<file path="src/verilog/mag_regs.svh">
// Offsets, field positions, reset values and timing counts of the
// magnetometer register bank. Definitions only; included by bare name.
`ifndef MAG_REGS_SVH
`define MAG_REGS_SVH

// ==================================================================
// Clock
`define REF_CLK_HZ      20000000

// ==================================================================
// Register offsets
`define ADR_CFG_A       8'h00
`define ADR_CFG_B       8'h01
`define ADR_MODE        8'h02
`define ADR_DATA_FIRST  8'h03
`define ADR_DATA_LAST   8'h08
`define ADR_STATUS      8'h09
`define ADR_ID_A        8'h0A
`define ADR_ID_B        8'h0B
`define ADR_ID_C        8'h0C

// ==================================================================
// Reset values and writable bits
`define CFG_A_RESET     8'h10
`define CFG_B_RESET     8'h20
`define MODE_RESET      8'h02
`define CFG_A_WMASK     8'h1F
`define CFG_B_WMASK     8'hEF
`define MODE_WMASK      8'h03

// ==================================================================
// Field positions
`define RATE_MSB        4
`define RATE_LSB        2
`define BIAS_MSB        1
`define BIAS_LSB        0
`define STATUS_RDY      0

// ==================================================================
// Timing
`define TURNON_US       100
`define TURNON_CYC      ((`TURNON_US) * (`REF_CLK_HZ / 1000000))
`define CONV_US         5
`define CONV_CYC        ((`CONV_US) * (`REF_CLK_HZ / 1000000))
`define PER_R0_MS       2000
`define PER_R1_MS       1000
`define PER_R2_MS       500
`define PER_R3_MS       200
`define PER_R4_MS       100
`define PER_R5_MS       50
`define PER_R6_MS       20
`define CYC_PER_MS      (`REF_CLK_HZ / 1000)

`endif

</file>
<file path="src/verilog/mag_pkg.sv">
// Types of the magnetometer register bank.
// Assumes mag_regs.svh for numeric constants.
package mag_pkg;

   // ===============================================================
   // Enumerations
   typedef enum logic [3:0] {
      I_IDLE, I_ADDR, I_AACK, I_PTR, I_PACK,
      I_WDATA, I_WACK, I_RDATA, I_RACK
   } i2c_state_type;

   typedef enum logic [1:0] {
      M_IDLE, M_TURNON, M_CONV
   } meas_state_type;

   typedef enum logic [1:0] {
      MODE_CONT, MODE_SINGLE, MODE_IDLE, MODE_SLEEP
   } mode_type;

   // ===============================================================
   // Whole state of the bank
   typedef struct packed {
      logic [2:0]      scl_s;
      logic [2:0]      sda_s;
      logic            scl_f;
      logic            sda_f;
      i2c_state_type   is;
      logic [3:0]      bits;
      logic [7:0]      sh;
      logic            rw;
      logic            ack_ok;
      logic            sda_oe;
      logic            sda_o;
      logic [7:0]      ptr;
      logic [7:0]      cfg_a;
      logic [7:0]      cfg_b;
      logic [7:0]      mode;
      logic [5:0][7:0] data;
      logic            rdy;
      meas_state_type  ms;
      logic [25:0]     per_cnt;
      logic [11:0]     cnt;
      logic            ph;
      logic [1:0]      axis;
      logic [11:0]     samp;
      logic            analog_en;
      logic            sr_set;
      logic            bpos_oe;
      logic            bneg_oe;
      logic            bpos_o;
      logic            bneg_o;
   } state_type;

endpackage : mag_pkg

</file>
<file path="src/verilog/magnetometer_register_access.sv">
// Register bank of a three-axis magnetic sensor behind a two-wire
// serial slave, with rate timer and measurement sequencer.
// Assumes an open-drain bus resolved outside; SCL below 1/6 of clock.
`include "mag_regs.svh"
`timescale 1ns/100ps
`default_nettype none

module magnetometer_register_access #(
   parameter logic [6:0] DEV_ADDR = 7'h2A,
   // Identification bytes; values are arbitrary
   parameter logic [7:0] ID_A     = 8'h5A,
   parameter logic [7:0] ID_B     = 8'h3C,
   parameter logic [7:0] ID_C     = 8'h66,
   parameter int unsigned RATE_CYC [7] = '{
      `PER_R0_MS * `CYC_PER_MS, `PER_R1_MS * `CYC_PER_MS,
      `PER_R2_MS * `CYC_PER_MS, `PER_R3_MS * `CYC_PER_MS,
      `PER_R4_MS * `CYC_PER_MS, `PER_R5_MS * `CYC_PER_MS,
      `PER_R6_MS * `CYC_PER_MS}
) (
   // Clock and reset
   input  wire logic        i_ref_clk,
   input  wire logic        i_arst_n,
   // Serial bus pins
   input  wire logic        i_scl,
   input  wire logic        i_sda,
   output var  logic        o_sda_o,
   output var  logic        o_sda_oe,
   // Analog front end
   input  wire logic [11:0] i_adc_sample,
   output var  logic [1:0]  o_axis_sel,
   output var  logic        o_analog_en,
   output var  logic        o_sr_set,
   // Bias strap pins
   output var  logic        o_bias_strap_pos_o,
   output var  logic        o_bias_strap_pos_oe,
   output var  logic        o_bias_strap_neg_o,
   output var  logic        o_bias_strap_neg_oe
);

   // ===============================================================
   // Reset release
   logic [1:0] rst_sync_q;
   logic       rst_n_q;

   always_ff @(posedge i_ref_clk or negedge i_arst_n) begin
      if (!i_arst_n) begin
         rst_sync_q <= 2'b00;
      end else begin
         rst_sync_q <= {rst_sync_q[0], 1'b1};
      end
   end
   assign rst_n_q = rst_sync_q[1];

   // ===============================================================
   // Decoding helpers
   mag_pkg::state_type q;
   mag_pkg::state_type d;

   function automatic logic [7:0] next_ptr(input logic [7:0] p);
      if (p == `ADR_DATA_LAST) begin
         next_ptr = `ADR_DATA_FIRST;
      end else if (p >= `ADR_ID_C) begin
         next_ptr = 8'h00;
      end else begin
         next_ptr = p + 8'h01;
      end
   endfunction : next_ptr

   // No location returns the pointer itself
   function automatic logic [7:0] rd_byte(input mag_pkg::state_type s);
      logic [7:0] idx;
      idx = s.ptr - `ADR_DATA_FIRST;
      case (s.ptr)
         `ADR_CFG_A:  rd_byte = s.cfg_a;
         `ADR_CFG_B:  rd_byte = s.cfg_b;
         `ADR_MODE:   rd_byte = s.mode;
         `ADR_STATUS: rd_byte = {7'h00, s.rdy};
         `ADR_ID_A:   rd_byte = ID_A;
         `ADR_ID_B:   rd_byte = ID_B;
         `ADR_ID_C:   rd_byte = ID_C;
         default: begin
            if (s.ptr >= `ADR_DATA_FIRST && s.ptr <= `ADR_DATA_LAST) begin
               rd_byte = s.data[idx[2:0]];
            end else begin
               rd_byte = 8'h00;
            end
         end
      endcase
   endfunction : rd_byte

   // ===============================================================
   // Next state
   logic        nscl;
   logic        nsda;
   logic        scl_r;
   logic        scl_fl;
   logic        bus_start;
   logic        bus_stop;
   logic        do_load;
   logic        ptr_adv;
   logic        restart;
   logic        meas_done;
   logic        go;
   logic        normal;
   logic [2:0]  rate;
   logic [7:0]  rbyte;
   logic [12:0] diff;
   logic [11:0] res;
   mag_pkg::mode_type mode;

   always_comb begin
      d         = q;
      do_load   = 1'b0;
      ptr_adv   = 1'b0;
      restart   = 1'b0;
      meas_done = 1'b0;
      go        = 1'b0;
      rbyte     = rd_byte(q);
      // Change counts once the last two stages agree
      d.scl_s   = {q.scl_s[1:0], i_scl};
      d.sda_s   = {q.sda_s[1:0], i_sda};
      nscl      = (q.scl_s[1] == q.scl_s[2]) ? q.scl_s[2] : q.scl_f;
      nsda      = (q.sda_s[1] == q.sda_s[2]) ? q.sda_s[2] : q.sda_f;
      d.scl_f   = nscl;
      d.sda_f   = nsda;
      scl_r     = nscl & ~q.scl_f;
      scl_fl    = ~nscl & q.scl_f;
      bus_start = nscl & q.scl_f & q.sda_f & ~nsda;
      bus_stop  = nscl & q.scl_f & ~q.sda_f & nsda;

      // ============================================================
      // Serial slave
      if (bus_start) begin
         d.is     = mag_pkg::I_ADDR;
         d.bits   = 4'h0;
         d.sda_oe = 1'b0;
      end else if (bus_stop) begin
         d.is     = mag_pkg::I_IDLE;
         d.sda_oe = 1'b0;
      end else if (scl_r) begin
         if (q.is inside {mag_pkg::I_ADDR, mag_pkg::I_PTR,
                          mag_pkg::I_WDATA} && q.bits < 4'h8) begin
            d.sh   = {q.sh[6:0], nsda};
            d.bits = q.bits + 4'h1;
         end
         if (q.is == mag_pkg::I_RACK) begin
            d.ack_ok = ~nsda;
         end
      end else if (scl_fl) begin
         unique case (q.is)
            mag_pkg::I_IDLE: begin
            end
            mag_pkg::I_ADDR: begin
               if (q.bits == 4'h8) begin
                  if (q.sh[7:1] == DEV_ADDR) begin
                     d.is     = mag_pkg::I_AACK;
                     d.rw     = q.sh[0];
                     d.sda_oe = 1'b1;
                  end else begin
                     d.is = mag_pkg::I_IDLE;
                  end
               end
            end
            mag_pkg::I_AACK: begin
               d.sda_oe = 1'b0;
               d.bits   = 4'h0;
               if (q.rw) begin
                  do_load = 1'b1;
               end else begin
                  d.is = mag_pkg::I_PTR;
               end
            end
            mag_pkg::I_PTR: begin
               if (q.bits == 4'h8) begin
                  // Pointer alone touches no register
                  d.ptr    = q.sh;
                  d.is     = mag_pkg::I_PACK;
                  d.sda_oe = 1'b1;
               end
            end
            mag_pkg::I_PACK, mag_pkg::I_WACK: begin
               d.is     = mag_pkg::I_WDATA;
               d.bits   = 4'h0;
               d.sda_oe = 1'b0;
            end
            mag_pkg::I_WDATA: begin
               if (q.bits == 4'h8) begin
                  d.is     = mag_pkg::I_WACK;
                  d.sda_oe = 1'b1;
                  ptr_adv  = 1'b1;
                  case (q.ptr)
                     `ADR_CFG_A: begin
                        d.cfg_a = q.sh & `CFG_A_WMASK;
                        restart = 1'b1;
                     end
                     `ADR_CFG_B: begin
                        d.cfg_b = q.sh & `CFG_B_WMASK;
                     end
                     `ADR_MODE: begin
                        d.mode  = q.sh & `MODE_WMASK;
                        restart = 1'b1;
                     end
                     default: begin
                     end
                  endcase
               end
            end
            mag_pkg::I_RDATA: begin
               if (q.bits == 4'h8) begin
                  d.is     = mag_pkg::I_RACK;
                  d.sda_oe = 1'b0;
               end else begin
                  d.sh     = {q.sh[6:0], 1'b0};
                  d.sda_oe = ~q.sh[6];
                  d.bits   = q.bits + 4'h1;
               end
            end
            mag_pkg::I_RACK: begin
               if (q.ack_ok) begin
                  do_load = 1'b1;
               end else begin
                  d.is = mag_pkg::I_IDLE;
               end
            end
         endcase
      end

      if (do_load) begin
         d.is     = mag_pkg::I_RDATA;
         d.sh     = rbyte;
         d.sda_oe = ~rbyte[7];
         d.bits   = 4'h1;
         ptr_adv  = 1'b1;
         if (q.ptr >= `ADR_DATA_FIRST && q.ptr <= `ADR_DATA_LAST) begin
            d.rdy = 1'b0;
         end
      end
      if (ptr_adv) begin
         d.ptr = next_ptr(q.ptr);
      end

      // ============================================================
      // Rate timer
      mode   = mag_pkg::mode_type'(d.mode[1:0]);
      rate   = d.cfg_a[`RATE_MSB:`RATE_LSB];
      normal = d.cfg_a[`BIAS_MSB:`BIAS_LSB] == 2'b00;
      // Unused code 111 runs at the default rate
      if (rate == 3'h7) begin
         rate = 3'h4;
      end
      if (restart || mode != mag_pkg::MODE_CONT) begin
         d.per_cnt = 26'h0;
         if (restart) begin
            d.ms = mag_pkg::M_IDLE;
         end
      end else if (q.per_cnt == 26'h0) begin
         d.per_cnt = 26'(RATE_CYC[rate] - 1);
         go        = 1'b1;
      end else begin
         d.per_cnt = q.per_cnt - 26'h1;
      end
      if (mode == mag_pkg::MODE_SINGLE) begin
         go = 1'b1;
      end

      // ============================================================
      // Measurement sequencer
      diff = {q.samp[11], q.samp} - {i_adc_sample[11], i_adc_sample};
      res  = normal ? diff[12:1] : i_adc_sample;
      if (!restart) begin
         unique case (q.ms)
            mag_pkg::M_IDLE: begin
               if (go) begin
                  d.ms   = mag_pkg::M_TURNON;
                  d.cnt  = 12'h0;
                  d.axis = 2'h0;
                  d.ph   = 1'b0;
               end
            end
            mag_pkg::M_TURNON: begin
               if (q.cnt == 12'(`TURNON_CYC - 1)) begin
                  d.ms  = mag_pkg::M_CONV;
                  d.cnt = 12'h0;
               end else begin
                  d.cnt = q.cnt + 12'h1;
               end
            end
            mag_pkg::M_CONV: begin
               if (q.cnt != 12'(`CONV_CYC - 1)) begin
                  d.cnt = q.cnt + 12'h1;
               end else if (normal && !q.ph) begin
                  d.cnt  = 12'h0;
                  d.samp = i_adc_sample;
                  d.ph   = 1'b1;
               end else begin
                  d.cnt = 12'h0;
                  d.ph  = 1'b0;
                  d.data[{q.axis, 1'b0}] = {{4{res[11]}}, res[11:8]};
                  d.data[{q.axis, 1'b1}] = res[7:0];
                  if (q.axis == 2'h2) begin
                     d.ms      = mag_pkg::M_IDLE;
                     meas_done = 1'b1;
                     if (mode == mag_pkg::MODE_SINGLE) begin
                        d.mode[1:0] = 2'(mag_pkg::MODE_SLEEP);
                     end
                  end else begin
                     d.axis = q.axis + 2'h1;
                  end
               end
            end
            default: begin
               d.ms = mag_pkg::M_IDLE;
            end
         endcase
      end
      // New data beats a same-cycle read clear
      if (meas_done) begin
         d.rdy = 1'b1;
      end

      // ============================================================
      // Registered pin drive
      d.analog_en = d.ms != mag_pkg::M_IDLE;
      d.sr_set    = d.analog_en && normal && !d.ph;
      d.bpos_oe   = d.analog_en && (d.cfg_a[1:0] == 2'b01 ||
                                    d.cfg_a[1:0] == 2'b10);
      d.bneg_oe   = d.bpos_oe;
      d.bpos_o    = d.cfg_a[1:0] == 2'b01;
      d.bneg_o    = d.cfg_a[1:0] == 2'b10;
   end

   // ===============================================================
   // State register
   always_ff @(posedge i_ref_clk or negedge rst_n_q) begin
      if (!rst_n_q) begin
         q       <= '0;
         q.scl_s <= 3'h7;
         q.sda_s <= 3'h7;
         q.scl_f <= 1'b1;
         q.sda_f <= 1'b1;
         q.cfg_a <= `CFG_A_RESET;
         q.cfg_b <= `CFG_B_RESET;
         q.mode  <= `MODE_RESET;
      end else begin
         q <= d;
      end
   end

   assign o_sda_o             = q.sda_o;
   assign o_sda_oe            = q.sda_oe;
   assign o_axis_sel          = q.axis;
   assign o_analog_en         = q.analog_en;
   assign o_sr_set            = q.sr_set;
   assign o_bias_strap_pos_o  = q.bpos_o;
   assign o_bias_strap_pos_oe = q.bpos_oe;
   assign o_bias_strap_neg_o  = q.bneg_o;
   assign o_bias_strap_neg_oe = q.bneg_oe;

   // ===============================================================
   // Checks
   AST_PTR_WRAP_DATA: assert property (
      @(posedge i_ref_clk) disable iff (!rst_n_q)
      (ptr_adv && q.ptr == `ADR_DATA_LAST) |=> q.ptr == `ADR_DATA_FIRST)
      else $error("pointer did not wrap from 08 to 03");
   AST_PTR_WRAP_TOP: assert property (
      @(posedge i_ref_clk) disable iff (!rst_n_q)
      (ptr_adv && q.ptr >= `ADR_ID_C) |=> q.ptr == 8'h00)
      else $error("pointer did not wrap to 0");
   AST_PTR_STEP: assert property (
      @(posedge i_ref_clk) disable iff (!rst_n_q)
      (ptr_adv && q.ptr < `ADR_ID_C && q.ptr != `ADR_DATA_LAST)
      |=> q.ptr == $past(q.ptr) + 8'h01)
      else $error("pointer did not step by one");
   AST_CFG_UPPER_ZERO: assert property (
      @(posedge i_ref_clk) disable iff (!rst_n_q)
      q.cfg_a[7:5] == 3'h0 && q.cfg_b[4] == 1'b0 && q.mode[7:2] == 6'h0)
      else $error("undefined config bit set");
   AST_RESET_CFG: assert property (
      @(posedge i_ref_clk) disable iff (!i_arst_n)
      (!$past(rst_n_q) && rst_n_q) |-> q.cfg_a == `CFG_A_RESET)
      else $error("rate/bias config wrong after reset");
   AST_BIAS_FLOAT: assert property (
      @(posedge i_ref_clk) disable iff (!rst_n_q)
      (o_bias_strap_pos_oe || o_bias_strap_neg_oe)
      |-> q.cfg_a[1:0] != 2'b00 && q.ms != mag_pkg::M_IDLE)
      else $error("strap driven in normal flow");
   AST_TURNON_FIRST: assert property (
      @(posedge i_ref_clk) disable iff (!rst_n_q)
      (q.ms == mag_pkg::M_IDLE ##1 q.ms == mag_pkg::M_TURNON)
      |-> q.ms == mag_pkg::M_TURNON [*8])
      else $error("conversion began before turn-on");
   AST_SINGLE_SLEEP: assert property (
      @(posedge i_ref_clk) disable iff (!rst_n_q)
      (meas_done && !restart && q.mode[1:0] == 2'b01)
      |=> q.mode[1:0] == 2'b11 && !o_analog_en)
      else $error("single run did not drop to sleep");
   AST_READY_SET: assert property (
      @(posedge i_ref_clk) disable iff (!rst_n_q)
      meas_done |=> q.rdy && q.ms == mag_pkg::M_IDLE)
      else $error("ready not set after three axes");

endmodule : magnetometer_register_access
`default_nettype wire

</file>
<file path="config.mk">
export PLATFORM = sky130hd
export DESIGN_NAME = magnetometer_register_access
export DESIGN_NICKNAME = d
export VERILOG_FILES = /design/src/verilog/mag_pkg.sv /design/src/verilog/magnetometer_register_access.sv
export VERILOG_INCLUDE_DIRS = /design/src /design/src/verilog
export SDC_FILE = /design/constraint.sdc
export NUM_CORES = 1
export LEC_CHECK = 0
export BUFFER_PORTS_ARGS = -buffer_cell sky130_fd_sc_hd__buf_2
export CORE_ASPECT_RATIO = 1.2
export CORE_MARGIN = 2
export CORE_UTILIZATION = 55
export DETAILED_ROUTE_END_ITERATION = 12
export PLACE_DENSITY_LB_ADDON = 0.15
export SYNTH_ARGS = -nofsm -noshare
export SYNTH_HDL_FRONTEND = slang
export SYNTH_SLANG_ARGS = --single-unit
</file>
<file path="constraint.sdc">
create_clock -name i_ref_clk -period 11.3 [get_ports i_ref_clk]
set_input_delay 1.13 -clock i_ref_clk [delete_from_list [all_inputs] [get_ports i_ref_clk]]
set_output_delay 1.13 -clock i_ref_clk [all_outputs]
set_load 0.01 [all_outputs]
</file>
==> impl_metrics.env <==
export IMPL_syn_inst=977
export IMPL_worstSetupStartpointType="flip-flop"
export IMPL_hold_path_class="reg -> reg"
export IMPL_finalClockSkew_ps=12.7
export IMPL_dr_pass1_iters=5
export IMPL_fin_setup_tns_ps=0
export IMPL_io_pins=26
export IMPL_synth_adder_area_share_pct=5.48
export IMPL_p_int_mw=0.941
export IMPL_synth_compound_area_share_pct=18.3
export IMPL_antenna_found_initial=0
export IMPL_p_clk_share_pct=44.7
export IMPL_grt_overflow_total=0
export IMPL_grt_pass1_vias=6852
export IMPL_synth_ff_type="dfrtp_1"
export IMPL_met3_length_um=576
export IMPL_grt_max_degree=80
export IMPL_cts_root_buf="clkbuf_16"
export IMPL_max_slew_worst_pin_slew_ps=1090
export IMPL_yosysWarnings=0
export IMPL_top_layer="met4"
export IMPL_crit_chain="inv_1, ha_1, nor3b_2, and4_2, nand2_1, a21oi_1, ha_1, nand2b_1, nor2_1, mux2_2"
export IMPL_slowest_stage="nor2_1"
export IMPL_clkSinkCount=148
export IMPL_path_clk_slew_ps=60
export IMPL_synthSimpleGateAreaFrac_pct=20.8
export IMPL_drt_iter0_markers=510
export IMPL_min_period_ps=4610
export IMPL_outcome="completed"
export IMPL_pwr_share_seq_pct=46.3
export IMPL_final_max_slew_viol_count=0
export IMPL_power_switching_mw=0.362
export IMPL_synth_top_family_by_area="simple AND/OR/NAND/NOR gates"
export IMPL_ctsResizeCount=0
export IMPL_cpPeakStageDelay_ps=860
export IMPL_die_area_um2=17300
export IMPL_synth_cell_types=90
export IMPL_hold_viol=0
export IMPL_dieWidth_um=120
export IMPL_synthMuxAreaShare_pct=6.86
export IMPL_syn_num_nets=1030
export IMPL_numCtsBuffers=17
export IMPL_cp_max_fo=16
export IMPL_critPathBufInv=1
export IMPL_maxCapViolations=0
export IMPL_antenna_violating_nets_post_route=0
export IMPL_avgSynthCellArea_um2=9.16
export IMPL_via_per_inst=5.96
export IMPL_fin_crit_sh_pct=40.8
export IMPL_cts_buffer_depth=2
export IMPL_synth_seq_cells=148
export IMPL_diodes=0
export IMPL_p_per_area_nw_per_um2=133
export IMPL_dieHeight_um=144
export IMPL_cp_end_kind="flip-flop"
export IMPL_wl_met2_mm=10.2
export IMPL_cts_tree="built"
export IMPL_place_hpwl_mm=14.9
export IMPL_comb_power_share_pct=9.0
export IMPL_p_leak_nw=4.34
export IMPL_grtUsageTotal_pct=24.9
export IMPL_p_sw_share_pct=27.8
export IMPL_netlist_area_um2=8950
export IMPL_async_flop_share_pct=100
export IMPL_rsz0062_at_grt="false"
export IMPL_drive_above_1_share_pct=14.1
export IMPL_vdd_ir_drop_max_uv=102
export IMPL_drc=0
export IMPL_area_delta_synth_final_pct=9.10
export IMPL_rows=51
export IMPL_num_vias=7180
export IMPL_gp_congestion=0.914
export IMPL_crit_type="reg -> reg"
export IMPL_port_buffers=24
export IMPL_final_nets=1033
export IMPL_utilization_pct=60.7
export IMPL_wl_met1_mm=9.33
export IMPL_cts_hold_buf=0
export IMPL_cp_required_ps=11610
export IMPL_whs_ps=358
export IMPL_wl_per_cell_um=17.0
export IMPL_h_tree_depth=4
export IMPL_setup_violations_final=0
export IMPL_yosysSeqAreaShare_pct=41.5
export IMPL_grt_pass1_wl_mm=34.4
export IMPL_mostFrequentLayoutCells="dfrtp_1, nand2_1, o21ai_0, nor2_1, inv_1"
export IMPL_totalWireLength_mm=20.5
export IMPL_clk_latency_ps=430
export IMPL_crit_top_cell="ha_1"
export IMPL_coreArea_um2=16100
export IMPL_initial_core_util_pct=55.7
export IMPL_final_common_cell="dfrtp_1"
export IMPL_post_cts_buffers=0
export IMPL_cpLargestDelayFamily="simple AND/OR/NAND/NOR gates"
export IMPL_slew_headroom_pct=27.0
export IMPL_synth_xor_xnor_area_share_pct=2.45
export IMPL_arrival_ps=4920
export IMPL_fmax_mhz=217
export IMPL_synth_edf_count=0
## worst reg2reg max path: cells and delay by family, from the launching register on
family,cells,cell delay [ps]
AOI/OAI and AO/OA,1,350
adders and majority gates,2,950
buffers and inverters,1,230
DFF,1,610
muxes,1,430
and+or+nand+nor,5,1910
## cells by family (layout without fill, tap and decap cells)
logic type                 count (synthesis)  count (layout)
muxes                                     53              53
AOI/OAI and AO/OA                        256             256
and+or+nand+nor                          359             359
xor gates and xnor gates                  25              25
DFF                                      148             148
other                                      2               2
buffers and inverters                     95             111
adders and majority gates                 39              39
## per-layer routing
metal	vias to the layer above	track usage [%]
li1	3517	-
met1	3492	32.4
met2	139	42.7
met3	32	3.41
met4	0	8.87
met5	-	0
## power groups by stage
stage | Clock [mW] | Sequential, mW | Combinational [mW]
floorplan | 0 | 0.588 | 0.0992
global placement | 0 | 0.612 | 0.116
detailed placement | 0 | 0.612 | 0.117
CTS | 0.594 | 0.603 | 0.117
global route | 0.614 | 0.609 | 0.134
finish | 0.583 | 0.603 | 0.117
## synthesized netlist by cell type, types with 8 or more instances
cell / count / share of area, %
clkbuf_1: 27 / 1.1
a31oi_1: 15 / 1.0
or3_1: 11 / 0.77
nand2_1: 113 / 4.7
o31ai_1: 15 / 1.3
a21oi_1: 48 / 2.7
xnor2_1: 14 / 1.4
xor2_1: 11 / 1.1
ha_1: 36 / 5.0
nor2_1: 85 / 3.6
nor3_1: 28 / 1.6
mux2i_1: 13 / 1.5
dfrtp_1: 137 / 38
dfstp_2: 11 / 3.2
nand4_1: 9 / 0.63
inv_1: 49 / 2.1
and2_1: 12 / 0.84
nor4_1: 10 / 0.70
mux2_2: 36 / 4.5
a221o_1: 8 / 0.89
o21ai_0: 96 / 5.4
buf_2: 10 / 0.56
nand3_1: 20 / 1.1
## per-stage QoR
stage | instance area [um^2] | power [mW] | instances | worst slack (ps)
2_1_floorplan | 8950 | 0.687 | 977 | 6890
3_3_place_gp | 9160 | 0.727 | 1173 | 6920
3_5_place_dp | 9160 | 0.729 | 1173 | 6710
4_1_cts | 9770 | 1.32 | 1205 | 6680
5_1_grt | 9770 | 1.36 | 1205 | 6280
6_report | 9770 | 1.30 | 1205 | 6690
## layout make-up
class | instances | area, um^2
clock buffer | 18 | 439
clock inverter | 14 | 166
multi-input combinational | 734 | 4830
sequential | 148 | 3720
timing repair buffer | 29 | 158
tap | 212 | 265
inverter | 50 | 188
fill | 1457 | 6310
## worst paths after layout
kind	startpoint	slack, ps	cells after the start	end
worst max-delay path	q[134]	6690	10	q[16]
worst min-delay path	rst_sync_q[0]	360	0	rst_sync_q[1]
worst max register to register	q[134]	6690	10	q[16]
worst min register to register	rst_sync_q[0]	360	0	rst_sync_q[1]
max in group asynchronous	rst_sync_q[1]	9330	1	q[153]
min in group asynchronous	rst_sync_q[1]	450	0	q[27]
Note: power is estimated with default switching activity, not from simulation.
